$ cat config.mk
export PLATFORM = sky130hd
export DESIGN_NAME = epcas_card
export DESIGN_NICKNAME = d
export VERILOG_FILES = /design/src/rtl/epcas_pkg.sv /design/src/rtl/epcas_card.sv /design/src/rtl/epcas_range.sv
export SDC_FILE = /design/constraint.sdc
export NUM_CORES = 1
export LEC_CHECK = 0
export BUFFER_PORTS_ARGS = -buffer_cell sky130_fd_sc_hd__buf_4
export CORE_MARGIN = 8
export CORE_UTILIZATION = 51
export CTS_CLUSTER_SIZE = 20
export DETAILED_ROUTE_END_ITERATION = 12
export GPL_ROUTABILITY_DRIVEN = 0
export PLACE_DENSITY = 0.84
export SLEW_MARGIN = 10
export SYNTH_ARGS = -nofsm -noshare
export SYNTH_HDL_FRONTEND = slang
export SYNTH_HIERARCHICAL = 1
export SYNTH_SLANG_ARGS = --single-unit
$ cat constraint.sdc
create_clock -name CLK_I -period 2.95 [get_ports CLK_I]
set_input_delay 0.4425 -clock CLK_I [delete_from_list [all_inputs] [get_ports CLK_I]]
set_output_delay 0.4425 -clock CLK_I [all_outputs]
set_load 0.03 [all_outputs]
$ cat src/rtl/epcas_pkg.sv
// Function
// - Flag addresses beyond switch-selected capacity, active low
// - Larger part holds 1024 bytes
// - Smaller part: 512 bytes, nine address lines
// - Erased reads ones; programming only clears bits
// - All eight write bits driven together
// - Program with pulses on program and select
// - Board requests; card attempts and reports outcome
// - Read returns selected byte on read bus
// - Check range first; abort when out
// - Check high voltage before programming; abort if absent
// - Select low, data on, pulse, 1 ms, reverse
// - Read enables output; byte returned complemented
package epcas_pkg;

    localparam int unsigned ADDR_W       = 12;
    localparam int unsigned DATA_W       = 8;
    localparam int unsigned LARGE_WORDS  = 1024;
    localparam int unsigned SMALL_WORDS  = 512;
    localparam int unsigned LARGE_AW     = 10;
    localparam int unsigned SMALL_AW     = 9;
    localparam int unsigned CLK_HZ       = 20000000;
    localparam int unsigned PULSE_US     = 1000;
    localparam int unsigned PULSE_CYC    = (CLK_HZ / 1000000) * PULSE_US;
    localparam int unsigned CNT_W        = 16;

    typedef enum logic [2:0] {
        EPCAS_IDLE,
        EPCAS_CS_LOW,
        EPCAS_DATA_ON,
        EPCAS_PULSE,
        EPCAS_PULSE_OFF,
        EPCAS_DATA_OFF,
        EPCAS_CS_HIGH,
        EPCAS_READ
    } epcas_state_t;

    typedef struct packed {
        logic              done;
        logic              ok;
        logic              fail;
        logic [DATA_W-1:0] rd_data;
    } epcas_result_t;

    typedef struct packed {
        epcas_state_t      state;
        logic [CNT_W-1:0]  cnt;
        logic              cs_program_pulse;
        logic              wr_en;
        logic              pulse_n;
        logic              is_read;
        epcas_result_t     res;
    } epcas_seq_t;

endpackage : epcas_pkg

$ cat src/rtl/epcas_card.sv
`timescale 1ns/10ps
module epcas_card
    import epcas_pkg::*;
#(
    parameter int unsigned PULSE_CYCLES = PULSE_CYC
)
(
    input  wire logic              CLK_I,
    input  wire logic              RST_I,
    input  wire logic [ADDR_W-1:0] ADDR_I,
    input  wire logic [DATA_W-1:0] WR_DATA_I,
    input  wire logic              RD_REQ_I,
    input  wire logic              PGM_REQ_I,
    input  wire logic              PART_SIZE_SWITCH_I,
    input  wire logic              HIGH_VOLTAGE_PRESENT_I,
    input  wire logic [DATA_W-1:0] PROM_DATA_I,
    output logic [DATA_W-1:0]      PROM_DATA_O,
    output logic [DATA_W-1:0]      PROM_DATA_OE_N_O,
    output logic [LARGE_AW-1:0]    PROM_ADDR_O,
    output logic                   CHIP_SELECT_PROGRAM_CTL_O,
    output logic                   PROGRAM_PULSE_ENABLE_N_O,
    output logic                   PROM_OE_O,
    output logic [DATA_W-1:0]      RD_DATA_O,
    output logic                   BUSY_O,
    output logic                   DONE_O,
    output logic                   OK_O,
    output logic                   FAIL_O,
    output logic                   ADDR_OUT_OF_RANGE_N_O
);

    // ---------------------------------------------
    // Address check and PROM address
    // ---------------------------------------------
    logic addr_out_of_range_n;

    epcas_range u_range (
        .addr_i  (ADDR_I),
        .small_i (PART_SIZE_SWITCH_I),
        .oor_n_o (addr_out_of_range_n)
    );

    always_comb begin
        PROM_ADDR_O = ADDR_I[LARGE_AW-1:0];
        if (PART_SIZE_SWITCH_I) begin
            PROM_ADDR_O[LARGE_AW-1] = 1'b0;
        end
    end

    // ---------------------------------------------
    // Sequencer
    // ---------------------------------------------
    epcas_seq_t s_q;
    epcas_seq_t s_d;
    logic [CNT_W-1:0] pulse_last;

    assign pulse_last = CNT_W'(PULSE_CYCLES - 1);

    always_comb begin
        s_d = s_q;
        s_d.res.done = 1'b0;
        unique case (s_q.state)
            EPCAS_IDLE: begin
                if (RD_REQ_I || PGM_REQ_I) begin
                    s_d.res.ok   = 1'b0;
                    s_d.res.fail = 1'b0;
                    s_d.is_read  = RD_REQ_I;
                    if (!addr_out_of_range_n) begin
                        s_d.res.done = 1'b1;
                        s_d.res.fail = 1'b1;
                    end else if (RD_REQ_I) begin
                        s_d.state = EPCAS_READ;
                    end else if (!HIGH_VOLTAGE_PRESENT_I) begin
                        s_d.res.done = 1'b1;
                        s_d.res.fail = 1'b1;
                    end else begin
                        s_d.state = EPCAS_CS_LOW;
                    end
                end
            end
            EPCAS_READ: begin
                // PROM drives ones when erased; byte returned inverted
                s_d.res.rd_data = ~PROM_DATA_I;
                s_d.res.ok      = 1'b1;
                s_d.res.done    = 1'b1;
                s_d.state       = EPCAS_IDLE;
            end
            EPCAS_CS_LOW: begin
                s_d.cs_program_pulse = 1'b1;
                s_d.state   = EPCAS_DATA_ON;
            end
            EPCAS_DATA_ON: begin
                s_d.wr_en = 1'b1;
                s_d.state = EPCAS_PULSE;
            end
            EPCAS_PULSE: begin
                s_d.pulse_n = 1'b0;
                s_d.cnt     = '0;
                s_d.state   = EPCAS_PULSE_OFF;
            end
            EPCAS_PULSE_OFF: begin
                if (s_q.cnt == pulse_last) begin
                    s_d.pulse_n = 1'b1;
                    s_d.state   = EPCAS_DATA_OFF;
                end else begin
                    s_d.cnt = s_q.cnt + 1'b1;
                end
            end
            EPCAS_DATA_OFF: begin
                s_d.wr_en = 1'b0;
                s_d.state = EPCAS_CS_HIGH;
            end
            EPCAS_CS_HIGH: begin
                s_d.cs_program_pulse  = 1'b0;
                s_d.res.ok   = 1'b1;
                s_d.res.done = 1'b1;
                s_d.state    = EPCAS_IDLE;
            end
        endcase
    end

    always_ff @(posedge CLK_I) begin
        if (RST_I) begin
            s_q.state   <= EPCAS_IDLE;
            s_q.cnt     <= '0;
            s_q.cs_program_pulse <= 1'b0;
            s_q.wr_en   <= 1'b0;
            s_q.pulse_n <= 1'b1;
            s_q.is_read <= 1'b0;
            s_q.res     <= '0;
        end else begin
            s_q <= s_d;
        end
    end

    // ---------------------------------------------
    // Outputs
    // ---------------------------------------------
    // Select control high means read level
    assign CHIP_SELECT_PROGRAM_CTL_O = ~s_q.cs_program_pulse;
    assign PROGRAM_PULSE_ENABLE_N_O  = s_q.pulse_n;
    // Open drain: only zeros pulled, ones left to cells
    assign PROM_DATA_O      = '0;
    assign PROM_DATA_OE_N_O = s_q.wr_en ? WR_DATA_I
                                        : {DATA_W{1'b1}};
    assign PROM_OE_O        = ~s_q.cs_program_pulse;
    assign RD_DATA_O        = s_q.res.rd_data;
    assign BUSY_O           = (s_q.state != EPCAS_IDLE);
    assign DONE_O           = s_q.res.done;
    assign OK_O             = s_q.res.ok;
    assign FAIL_O           = s_q.res.fail;
    assign ADDR_OUT_OF_RANGE_N_O = addr_out_of_range_n;

    // ---------------------------------------------
    // Checks
    // ---------------------------------------------
    property p_range_large;
        @(posedge CLK_I) disable iff (RST_I)
        !PART_SIZE_SWITCH_I |-> (ADDR_OUT_OF_RANGE_N_O == (ADDR_I < 12'h400));
    endproperty
    a_range_large: assert property (p_range_large)
        else $error("large range flag wrong");

    property p_range_small;
        @(posedge CLK_I) disable iff (RST_I)
        PART_SIZE_SWITCH_I |-> (ADDR_OUT_OF_RANGE_N_O == (ADDR_I < 12'h200))
            && !PROM_ADDR_O[9];
    endproperty
    a_range_small: assert property (p_range_small)
        else $error("small range flag wrong");

    property p_abort_range;
        @(posedge CLK_I) disable iff (RST_I)
        (s_q.state == EPCAS_IDLE && (RD_REQ_I || PGM_REQ_I)
            && !ADDR_OUT_OF_RANGE_N_O) |=> DONE_O && FAIL_O && !BUSY_O;
    endproperty
    a_abort_range: assert property (p_abort_range)
        else $error("range abort missing");

    property p_abort_hv;
        @(posedge CLK_I) disable iff (RST_I)
        (s_q.state == EPCAS_IDLE && !RD_REQ_I && PGM_REQ_I
            && !HIGH_VOLTAGE_PRESENT_I) |=> FAIL_O && DONE_O
            && PROGRAM_PULSE_ENABLE_N_O;
    endproperty
    a_abort_hv: assert property (p_abort_hv)
        else $error("voltage abort missing");

    property p_order;
        @(posedge CLK_I) disable iff (RST_I)
        $fell(PROGRAM_PULSE_ENABLE_N_O) |->
            !CHIP_SELECT_PROGRAM_CTL_O && s_q.wr_en && !s_q.is_read;
    endproperty
    a_order: assert property (p_order)
        else $error("pulse before select or data");

    property p_pulse_hold;
        @(posedge CLK_I) disable iff (RST_I)
        $fell(PROGRAM_PULSE_ENABLE_N_O) |->
            !PROGRAM_PULSE_ENABLE_N_O [*8];
    endproperty
    a_pulse_hold: assert property (p_pulse_hold)
        else $error("pulse too short");

    property p_release;
        @(posedge CLK_I) disable iff (RST_I)
        $rose(PROGRAM_PULSE_ENABLE_N_O) |-> s_q.wr_en
            ##1 !s_q.wr_en && !CHIP_SELECT_PROGRAM_CTL_O
            ##1 CHIP_SELECT_PROGRAM_CTL_O && DONE_O && OK_O;
    endproperty
    a_release: assert property (p_release)
        else $error("release order wrong");

    property p_read;
        @(posedge CLK_I) disable iff (RST_I)
        s_q.state == EPCAS_READ |=>
            RD_DATA_O == ~$past(PROM_DATA_I) && DONE_O && OK_O;
    endproperty
    a_read: assert property (p_read)
        else $error("read data not complemented");

    property p_data;
        @(posedge CLK_I) disable iff (RST_I)
        s_q.wr_en |-> PROM_DATA_OE_N_O == WR_DATA_I
            && !CHIP_SELECT_PROGRAM_CTL_O && !PROM_OE_O;
    endproperty
    a_data: assert property (p_data)
        else $error("write byte not driven");

endmodule : epcas_card

$ cat src/rtl/epcas_range.sv
`timescale 1ns/10ps
module epcas_range
    import epcas_pkg::*;
(
    input  wire logic [ADDR_W-1:0] addr_i,
    input  wire logic              small_i,
    output logic                   oor_n_o
);
    always_comb begin
        if (small_i) begin
            oor_n_o = ~(|addr_i[ADDR_W-1:SMALL_AW]);
        end else begin
            oor_n_o = ~(|addr_i[ADDR_W-1:LARGE_AW]);
        end
    end
endmodule : epcas_range
==> impl_metrics.toml, run 1 <==
[setup_path]
start_kind = "register"
critPathKind = "register to register"
worst_setup_path_end_kind = "register"
crit_start = "s_q[16]$_SDFFE_PP0P_"
r2r_end = "s_q[30]$_SDFFE_PP0P_"
critPathRequiredTime_ns = 3.17
slowest_stage = "nor4_4"
cp.depth = 5
crit_path_end = "s_q[30]$_SDFFE_PP0P_"
max_stage_delay_ns = 0.67
critPathArrivalTime_ns = 2.18
reg2reg_from = "s_q[16]$_SDFFE_PP0P_"
cp_max_fo = 16
cp_top_family = "simple AND/OR/NAND/NOR gates"
crit_buf_inv = 0
reg2reg_depth = 5
r2r_setup_slack_ns = 0.99
crit_chain = "ha_1, nand4_1, nor4_4, nor4_1, mux2i_1"

[layout]
stdcell_area_um2 = 2079
diodes = 0
drive_gt1_frac = 0.2500
regArea_um2 = 660.6
multi_input_comb_area_um2 = 922.1
fin_nets = 280
synthToLayoutAreaGrowth_pct = 12.75
fin_util = 0.5811
fillers = 347

[floorplanning]
num_rows = 22
die_area_um2 = 5797
die_w_um = 76.14
die_y_um = 76.14
pin_count = 76
start_util = 0.5154
coreArea_um2 = 3578

[yosys]
netlist_top_cells_count = "dfxtp_1, buf_4, nor2_1"
synth_top_cell_by_area = "dfxtp_1"
synthAdderAreaFrac = 0.006784
synth_cell_types = 44
ys_ff_latch = 33
synth_top_family_by_area = "simple AND/OR/NAND/NOR gates"
netlist_instances = 218
synth_xor_area_frac = 0.004749
synth_edf_count = 0
synth_compound_area_frac = 0.1845
synth-simple-area-share = 0.2768
yosysWarnings = 6
synth_most_common_cell = "dfxtp_1"
ys_seq_area_frac = 0.3582
syn_avg_cell_area_um2 = 8.460
yosysTopAreaCellShare = 0.3582
synth_area_leaders = "dfxtp_1, buf_4, a21oi_1, nor2_1, nand2b_1"
syn-cell-area_um2 = 1844
synthArstFlopShare = 0
synthMuxAreaShare = 0.01085
ys.flop_type = "dfxtp_1"

[sta]
relSlewSlack = 0.3928
slew_violations = 0
hold_viol_final = 0
setup_viol = 0
setup_ws_ns = 0.9861
post-route-min-period_ns = 1.964
fin_crit_sh = 0.6657
fin_setup_tns_ns = 0
max_freq_ghz = 0.5092
rsz0062_at_grt = "false"
max_slew.worst_pin.slew_ns = 0.9074
skew_ns = 0.01679

[power_and_ir_drop]
ir_drop_mv = 0.4583
switching_share = 0.3979
total_power_uw = 1260
p_seq_frac = 0.446
pwr_density_cell_nw_per_um2 = 605.7
power.net_switching_uw = 501.1
power_frac_clock = 0.183
leakage_uw = 0.0007545
p_comb_frac = 0.371
cellInternalPower_uw = 758.4

[drt]
routedWlPerCell_um = 13.86
wirelength_um = 4047
vias_per_cell = 5.432
drc_errors = 0
dr.pass1.iters = 4
drt_iter0_markers = 126
vias = 1586
drtAntennaViolNets = 0

[cts]
cts_root_buffer = "clkbuf_4"
numCtsBuffers = 5
cts_hold_buffers = 0
path_clk_slew_ns = 0.10
clock-sinks = 33
clk_latency_ns = 0.34
cts_tree = "done"
cts_setup_buffers = 0
cts_resized = 0
htree_levels = 2
cts_buffer_depth = 2

[worst_hold_path]
hp-class = "input pin to register"
holdCritStartpoint = "PROM_DATA_I[7]"

[global_route]
grt.overflow.total = 0
grt_max_degree = 24
antenna_found_initial = 0
grt_pass1_vias = 1432
grtUsageTotal = 0.1364
grt_pass1_wl_um = 6679

[placed_design]
place_hpwl_um = 3078
portBuffers = 49
pre_cts_ws_ns = 1.005
placed_cell_area_um2 = 2037

[status]
status = "finished, final reports clean"

[run]
maxCapViolCount = 0
[worst reg2reg max path, stage by stage (launching register included)]
cell     delay [ns]
dfxtp_1        0.39
ha_1           0.23
nand4_1        0.24
nor4_4         0.67
nor4_1         0.17
mux2i_1        0.15
[worst min path at each step]
stage | endpoint | slack, ns | depth (start not counted)
6_report | RD_DATA_O[7]$_SDFFE_PP0P_ | 0.27 | 2
5_1_grt | RD_DATA_O[7]$_SDFFE_PP0P_ | 0.26 | 2
4_1_cts | RD_DATA_O[7]$_SDFFE_PP0P_ | 0.27 | 2
3_5_place_dp | OK_O$_SDFFE_PP0P_ | 0.46 | 2
3_3_place_gp | OK_O$_SDFFE_PP0P_ | 0.44 | 2
2_1_floorplan | s_q[30]$_SDFFE_PP0P_ | 0.44 | 2
[cells in the final DEF, fill, tap and decap left out, drive strengths merged]
cell,n
nand3,9
o221a,1
o311ai,1
nor3,4
nand4bb,2
a21o,1
o2111a,1
and3,1
and3b,1
a311oi,2
inv,7
a221o,1
nor2b,2
buf,49
or4,6
o21ai,12
or3,7
nand2b,11
nor4,2
nor3b,2
o21a,2
and4,3
a31oi,1
nand4,2
nand2,12
o31ai,4
a21oi,18
a211oi,9
clkbuf,5
dfxtp,33
xor2,1
or3b,1
nor2,19
mux2i,2
conb,8
clkinv,1
ha,1
[sequential cells by signal, indices dropped and copies added (netlist names)]
| signal | count |
|---|---|
| RD_DATA_O | 8 |
| PROGRAM_PULSE_ENABLE_N_O | 1 |
| DONE_O | 1 |
| s_q | 21 |
| OK_O | 1 |
| FAIL_O | 1 |
[kinds of logic (layout without fill, tap and decap cells)]
logic type / after synthesis / after routing
buffers and inverters: 43 / 62
multiplexers: 2 / 2
AND/OR/NAND/NOR: 84 / 84
other: 1 / 8
XOR/XNOR: 1 / 1
AO/OA/AOI/OAI: 53 / 53
adder cells (fa/ha/maj): 1 / 1
flip-flops: 33 / 33
[area by class of cell]
type | count | share of cell area
multi-input combinational | 149 | 0.4434
sequential | 33 | 0.3177
timing repair buffer | 49 | 0.1769
tap | 48 | 0.02888
clock buffer | 5 | 0.01805
inverter | 7 | 0.01264
clock inverter | 1 | 0.002407
[through the flow]
step	instances	hold WS [ns]
6_report	292	0.2747
5_1_grt	292	0.2581
4_1_cts	292	0.2663
3_5_place_dp	286	0.4603
3_3_place_gp	286	0.4438
2_1_floorplan	225	0.4433
[power groups by stage]
stage | combinational [µW] | sequential [µW] | clock [µW]
floorplan | 391 | 556 | 0
global placement | 464 | 569 | 0
detailed placement | 471 | 572 | 0
CTS | 471 | 561 | 232
global route | 512 | 574 | 253
finish | 467 | 561 | 231
[routing by layer]
layer | up-vias | share of wire | GRT usage
met4 | 0 | 0.016 | 0.04615
met1 | 731 | 0.39 | 0.1502
li1 | 799 | - | -
met2 | 48 | 0.50 | 0.2211
met3 | 8 | 0.093 | 0.06958
met5 | - | 0 | 0
Power figures use the tool's default switching activity.
==> run 2, diff against run 1 <==
Settings changed: CORE_UTILIZATION 51 to 43, PLACE_DENSITY 0.84 to 0.76.
Clock period 2.95 ns to 1.6 ns, I/O delays scaled along.
==> run 2 against run 1 <==
  * The run now ends with negative setup slack left
  * Final area is 13% higher
  * Global-route usage hardly changed
  * Clock-buffer cell count is 1 higher
  * Flip-flop and latch count stayed put
  * Largest power group is now combinational logic
==> impl_metrics.toml, run 2 (synthesized netlist as in run 1, its figures left out) <==
[power_and_ir_drop]
pwr_density_cell_nw_per_um2 = 1156
leakage_uw = 0.0009062
total_power_uw = 2709
ir_drop_mv = 0.8053

[sta]
slew_violations = 0
rsz0062_at_grt = "true"
skew_ns = 0.002905
fin_crit_sh = 1.020
max_freq_ghz = 0.6128
post-route-min-period_ns = 1.632
hold_viol_final = 0
setup_ws_ns = -0.03178
setup_viol = 2

[floorplanning]
die_y_um = 81.49
num_rows = 24
die_w_um = 81.49
die_area_um2 = 6641
pin_count = 76
start_util = 0.4356
coreArea_um2 = 4234

[cts]
numCtsBuffers = 5
cts_hold_buffers = 0
clk_latency_ns = 0.29
cts_root_buffer = "clkbuf_8"
cts_tree = "done"
path_clk_slew_ns = 0.07
clock-sinks = 33
htree_levels = 2
cts_buffer_depth = 2

[layout]
layout_commonest_cell = "buf_4"
mostFrequentLayoutCells = "buf_4, dfxtp_1, nor2_1"
multi_input_comb_area_um2 = 947.2
regMostFlops = "s_q"
largest_register_ffs = 21
fin_nets = 305
fillers = 371
diodes = 0
fin_util = 0.5532
drive_gt1_frac = 0.3469
synthToLayoutAreaGrowth_pct = 27.00
regArea_um2 = 665.6

[status]
status = "complete, but fails checks"
failed_checks = "negative setup slack"

[drt]
vias_per_cell = 5.127
drt_iter0_markers = 155
routedWlPerCell_um = 13.82
dr.pass1.iters = 4
wirelength_um = 4463
vias = 1656
drtAntennaViolNets = 0
drc_errors = 0

[setup_path]
critPathKind = "register to register"
max_stage_delay_ns = 0.50
critPathArrivalTime_ns = 1.85
critPathRequiredTime_ns = 1.82
crit_buf_inv = 1
start_kind = "register"
crit_chain = "ha_4, nand4_1, nor4_4, buf_4, or4_1, a21oi_1"
cp_max_fo = 7
worst_setup_path_end_kind = "register"
cp_top_family = "simple AND/OR/NAND/NOR gates"
slowest_stage = "or4_1"

[placed_design]
place_hpwl_um = 3306
portBuffers = 49

[global_route]
grtUsageTotal = 0.1367
grt_max_degree = 24
grt_pass1_vias = 1621
antenna_found_initial = 0
grt.overflow.total = 0
grt_pass1_wl_um = 7238

[run]
maxCapViolCount = 0

[worst_hold_path]
hp-class = "input pin to register"
[run 2: cell types whose count changed in the layout (fill, tap and decap cells not counted), sizes merged]
cell	previous run	this run
buf	49	74
clkbuf	5	6
clkinv	1	2
[run 2: layer usage]
metal	up-vias	wire length [µm]	track usage
li1	848	-	-
met1	764	1853	0.1522
met2	37	2229	0.2164
met3	7	321	0.06674
met4	0	58	0.06071
met5	-	0	0
[run 2: final cells by class]
type / count / area share
multi-input combinational: 149 / 0.4044
timing repair buffer: 74 / 0.2372
sequential: 33 / 0.2842
clock buffer: 6 / 0.03098
clock inverter: 2 / 0.004273
tap: 52 / 0.02778
inverter: 7 / 0.01122
[run 2: metrics by stage]
| stage | setup TNS, ns | worst slack, ns | hold WS [ns] | std cells | area, µm² |
|---|---|---|---|---|---|
| after global routing | -0.5544 | -0.09319 | 0.1078 | 323 | 2342 |
| after global placement | -0.04650 | -0.02449 | 0.4197 | 311 | 2200 |
| after detailed placement | -0.1466 | -0.06841 | 0.4229 | 311 | 2200 |
| final | -0.05864 | -0.03178 | 0.1188 | 323 | 2342 |
| after CTS | -0.02908 | -0.02042 | 0.1123 | 321 | 2317 |
| after floorplan | 0 | 0.03478 | 0.3356 | 225 | 1871 |
[run 2: what timing repair did]
action                     4_1_cts  5_1_grt
setup endpoints to repair        6       12
gates resized for setup          5        4
buffers inserted                 2        2
gates cloned                     0        0
pin swaps                        5        8
[run 2: final timing paths]
| path | startpoint | end | slack (ns) | depth (start not counted) |
|---|---|---|---|---|
| worst max-delay path | s_q[16]$_SDFFE_PP0P_ | s_q[28]$_SDFFE_PP0P_ | -0.03 | 6 |
| worst min-delay path | PROM_DATA_I[4] | RD_DATA_O[4]$_SDFFE_PP0P_ | 0.12 | 2 |
| worst max register to register | s_q[16]$_SDFFE_PP0P_ | s_q[28]$_SDFFE_PP0P_ | -0.03 | 6 |
| worst min register to register | OK_O$_SDFFE_PP0P_ | OK_O$_SDFFE_PP0P_ | 0.46 | 2 |
[run 2: report_power, final]
part / leakage [µW] / total [µW] / switching [µW] / internal (µW)
clock network: 0.0000450 / 607 / 306 / 301
registers: 0.000269 / 1000 / 86.1 / 915
logic: 0.000592 / 1100 / 624 / 475
==> run 3, diff against run 2 <==
--- a/config.mk
+++ b/config.mk
@@ -14,2 +14,3 @@
 export PLACE_DENSITY = 0.76
+export RECOVER_POWER = 25
 export SLEW_MARGIN = 10
--- a/constraint.sdc
+++ b/constraint.sdc
@@ -3,2 +3,2 @@
 set_output_delay 0.24 -clock CLK_I [all_outputs]
-set_load 0.03 [all_outputs]
+set_load 0.01 [all_outputs]
==> run 3 against run 2 <==
  * The run still ends with negative setup slack left
  * Final area is 0.85% lower
  * Setup slack improved by 0.0044 ns
  * Maximum frequency is 0.27% higher
  * Critical path type unchanged
  * Critical endpoint unchanged
  * Highest routed layer unchanged
==> impl_metrics.toml, run 3 (synthesized netlist as in run 1, its figures left out) <==
[sta]
hold_viol_final = 0
max_freq_ghz = 0.6145
setup_viol = 1
slew_violations = 0
setup_ws_ns = -0.02738
skew_ns = 0.002767
fin_crit_sh = 1.017
post-route-min-period_ns = 1.627
rsz0062_at_grt = "true"

[drt]
wirelength_um = 4471
dr.pass1.iters = 4
vias_per_cell = 5.142
routedWlPerCell_um = 13.84
vias = 1661
drtAntennaViolNets = 0
drc_errors = 0
drt_iter0_markers = 154

[placed_design]
place_hpwl_um = 3306
portBuffers = 49
dp.cells = 311

[cts]
clk_latency_ns = 0.29
cts_hold_buffers = 0
htree_levels = 2
cts_root_buffer = "clkbuf_8"
clock-sinks = 33
numCtsBuffers = 5
cts_tree = "done"
cts_buffer_depth = 2
path_clk_slew_ns = 0.07

[layout]
layout_commonest_cell = "buf_4"
drive_gt1_frac = 0.3247
diodes = 0
fin_nets = 305
largest_register_ffs = 21
mostFrequentLayoutCells = "buf_4, dfxtp_1, nor2_1"
synthToLayoutAreaGrowth_pct = 25.92
regMostFlops = "s_q"
final_cells = 323

[setup_path]
critPathRequiredTime_ns = 1.82
start_kind = "register"
cp_max_fo = 7
critPathKind = "register to register"
critPathArrivalTime_ns = 1.84
worst_setup_path_end_kind = "register"

[run]
maxCapViolCount = 0

[global_route]
grt_max_degree = 24
grt.overflow.total = 0
grt_pass1_wl_um = 7238
antenna_found_initial = 0
grtUsageTotal = 0.1367
grt_pass1_vias = 1618

[floorplanning]
start_util = 0.4356
die_w_um = 81.49
num_rows = 24
die_area_um2 = 6641
die_y_um = 81.49
coreArea_um2 = 4234
pin_count = 76

[status]
status = "complete, but fails checks"
failed_checks = "negative setup slack"

[worst_hold_path]
hp-class = "input pin to register"

[power_and_ir_drop]
leakage_uw = 0.0008850
pwr_density_cell_nw_per_um2 = 1079
ir_drop_mv = 0.7998
total_power_uw = 2507
-- run 3: area by class of cell --
type | instances | area [µm²]
fill | 380 | 1912
multi-input combinational | 149 | 947.2
sequential | 33 | 664.4
clock buffer | 6 | 72.57
tap | 52 | 65.06
timing repair buffer | 74 | 536.8
clock inverter | 2 | 10.01
inverter | 7 | 26.28
-- run 3: path summary, 6_finish.rpt --
path	from	endpoint	slack (ns)	cells past startpoint
setup / recovery	s_q[16]$_SDFFE_PP0P_	s_q[28]$_SDFFE_PP0P_	-0.03	6
hold / removal	PROM_DATA_I[4]	RD_DATA_O[4]$_SDFFE_PP0P_	0.12	2
setup reg to reg	s_q[16]$_SDFFE_PP0P_	s_q[28]$_SDFFE_PP0P_	-0.03	6
hold reg to reg	OK_O$_SDFFE_PP0P_	OK_O$_SDFFE_PP0P_	0.46	2
-- run 3: power breakdown --
part / switching, µW / internal [µW]
clock network: 304 / 301
logic: 442 / 461
registers: 86.1 / 913
-- run 3: critical path, stage by stage, from the launching register on --
cell	delay, ns
dfxtp_2	0.34
ha_4	0.16
nand4_1	0.19
nor4_4	0.07
buf_4	0.16
or4_1	0.50
a21oi_1	0.12
-- run 3: layer usage --
layer / track usage / up-vias / routed length, µm
met3: 0.06674 / 5 / 349
met2: 0.2164 / 41 / 2213
met4: 0.06071 / 0 / 58
li1: - / 850 / -
met5: 0 / - / 0
met1: 0.1522 / 765 / 1849
-- run 3: per-stage QoR --
stage / TNS (ns) / worst slack [ns] / cell area (µm²) / hold slack [ns] / utilization
6_report: -0.02738 / -0.02738 / 2322 / 0.1197 / 0.5485
5_1_grt: -0.5713 / -0.09473 / 2322 / 0.1078 / 0.5485
4_1_cts: -0.02302 / -0.01739 / 2317 / 0.1123 / 0.5473
3_5_place_dp: -0.1466 / -0.06841 / 2200 / 0.4229 / 0.5195
3_3_place_gp: -0.04650 / -0.02449 / 2200 / 0.4197 / 0.5195
2_1_floorplan: 0 / 0.03478 / 1871 / 0.3356 / -
-- run 3: repair_timing --
action | CTS | global route
gates cloned | 0 | 0
buffers inserted | 2 | 2
endpoints found under the setup margin | 6 | 12
resized for setup | 5 | 3
pin swaps | 4 | 7
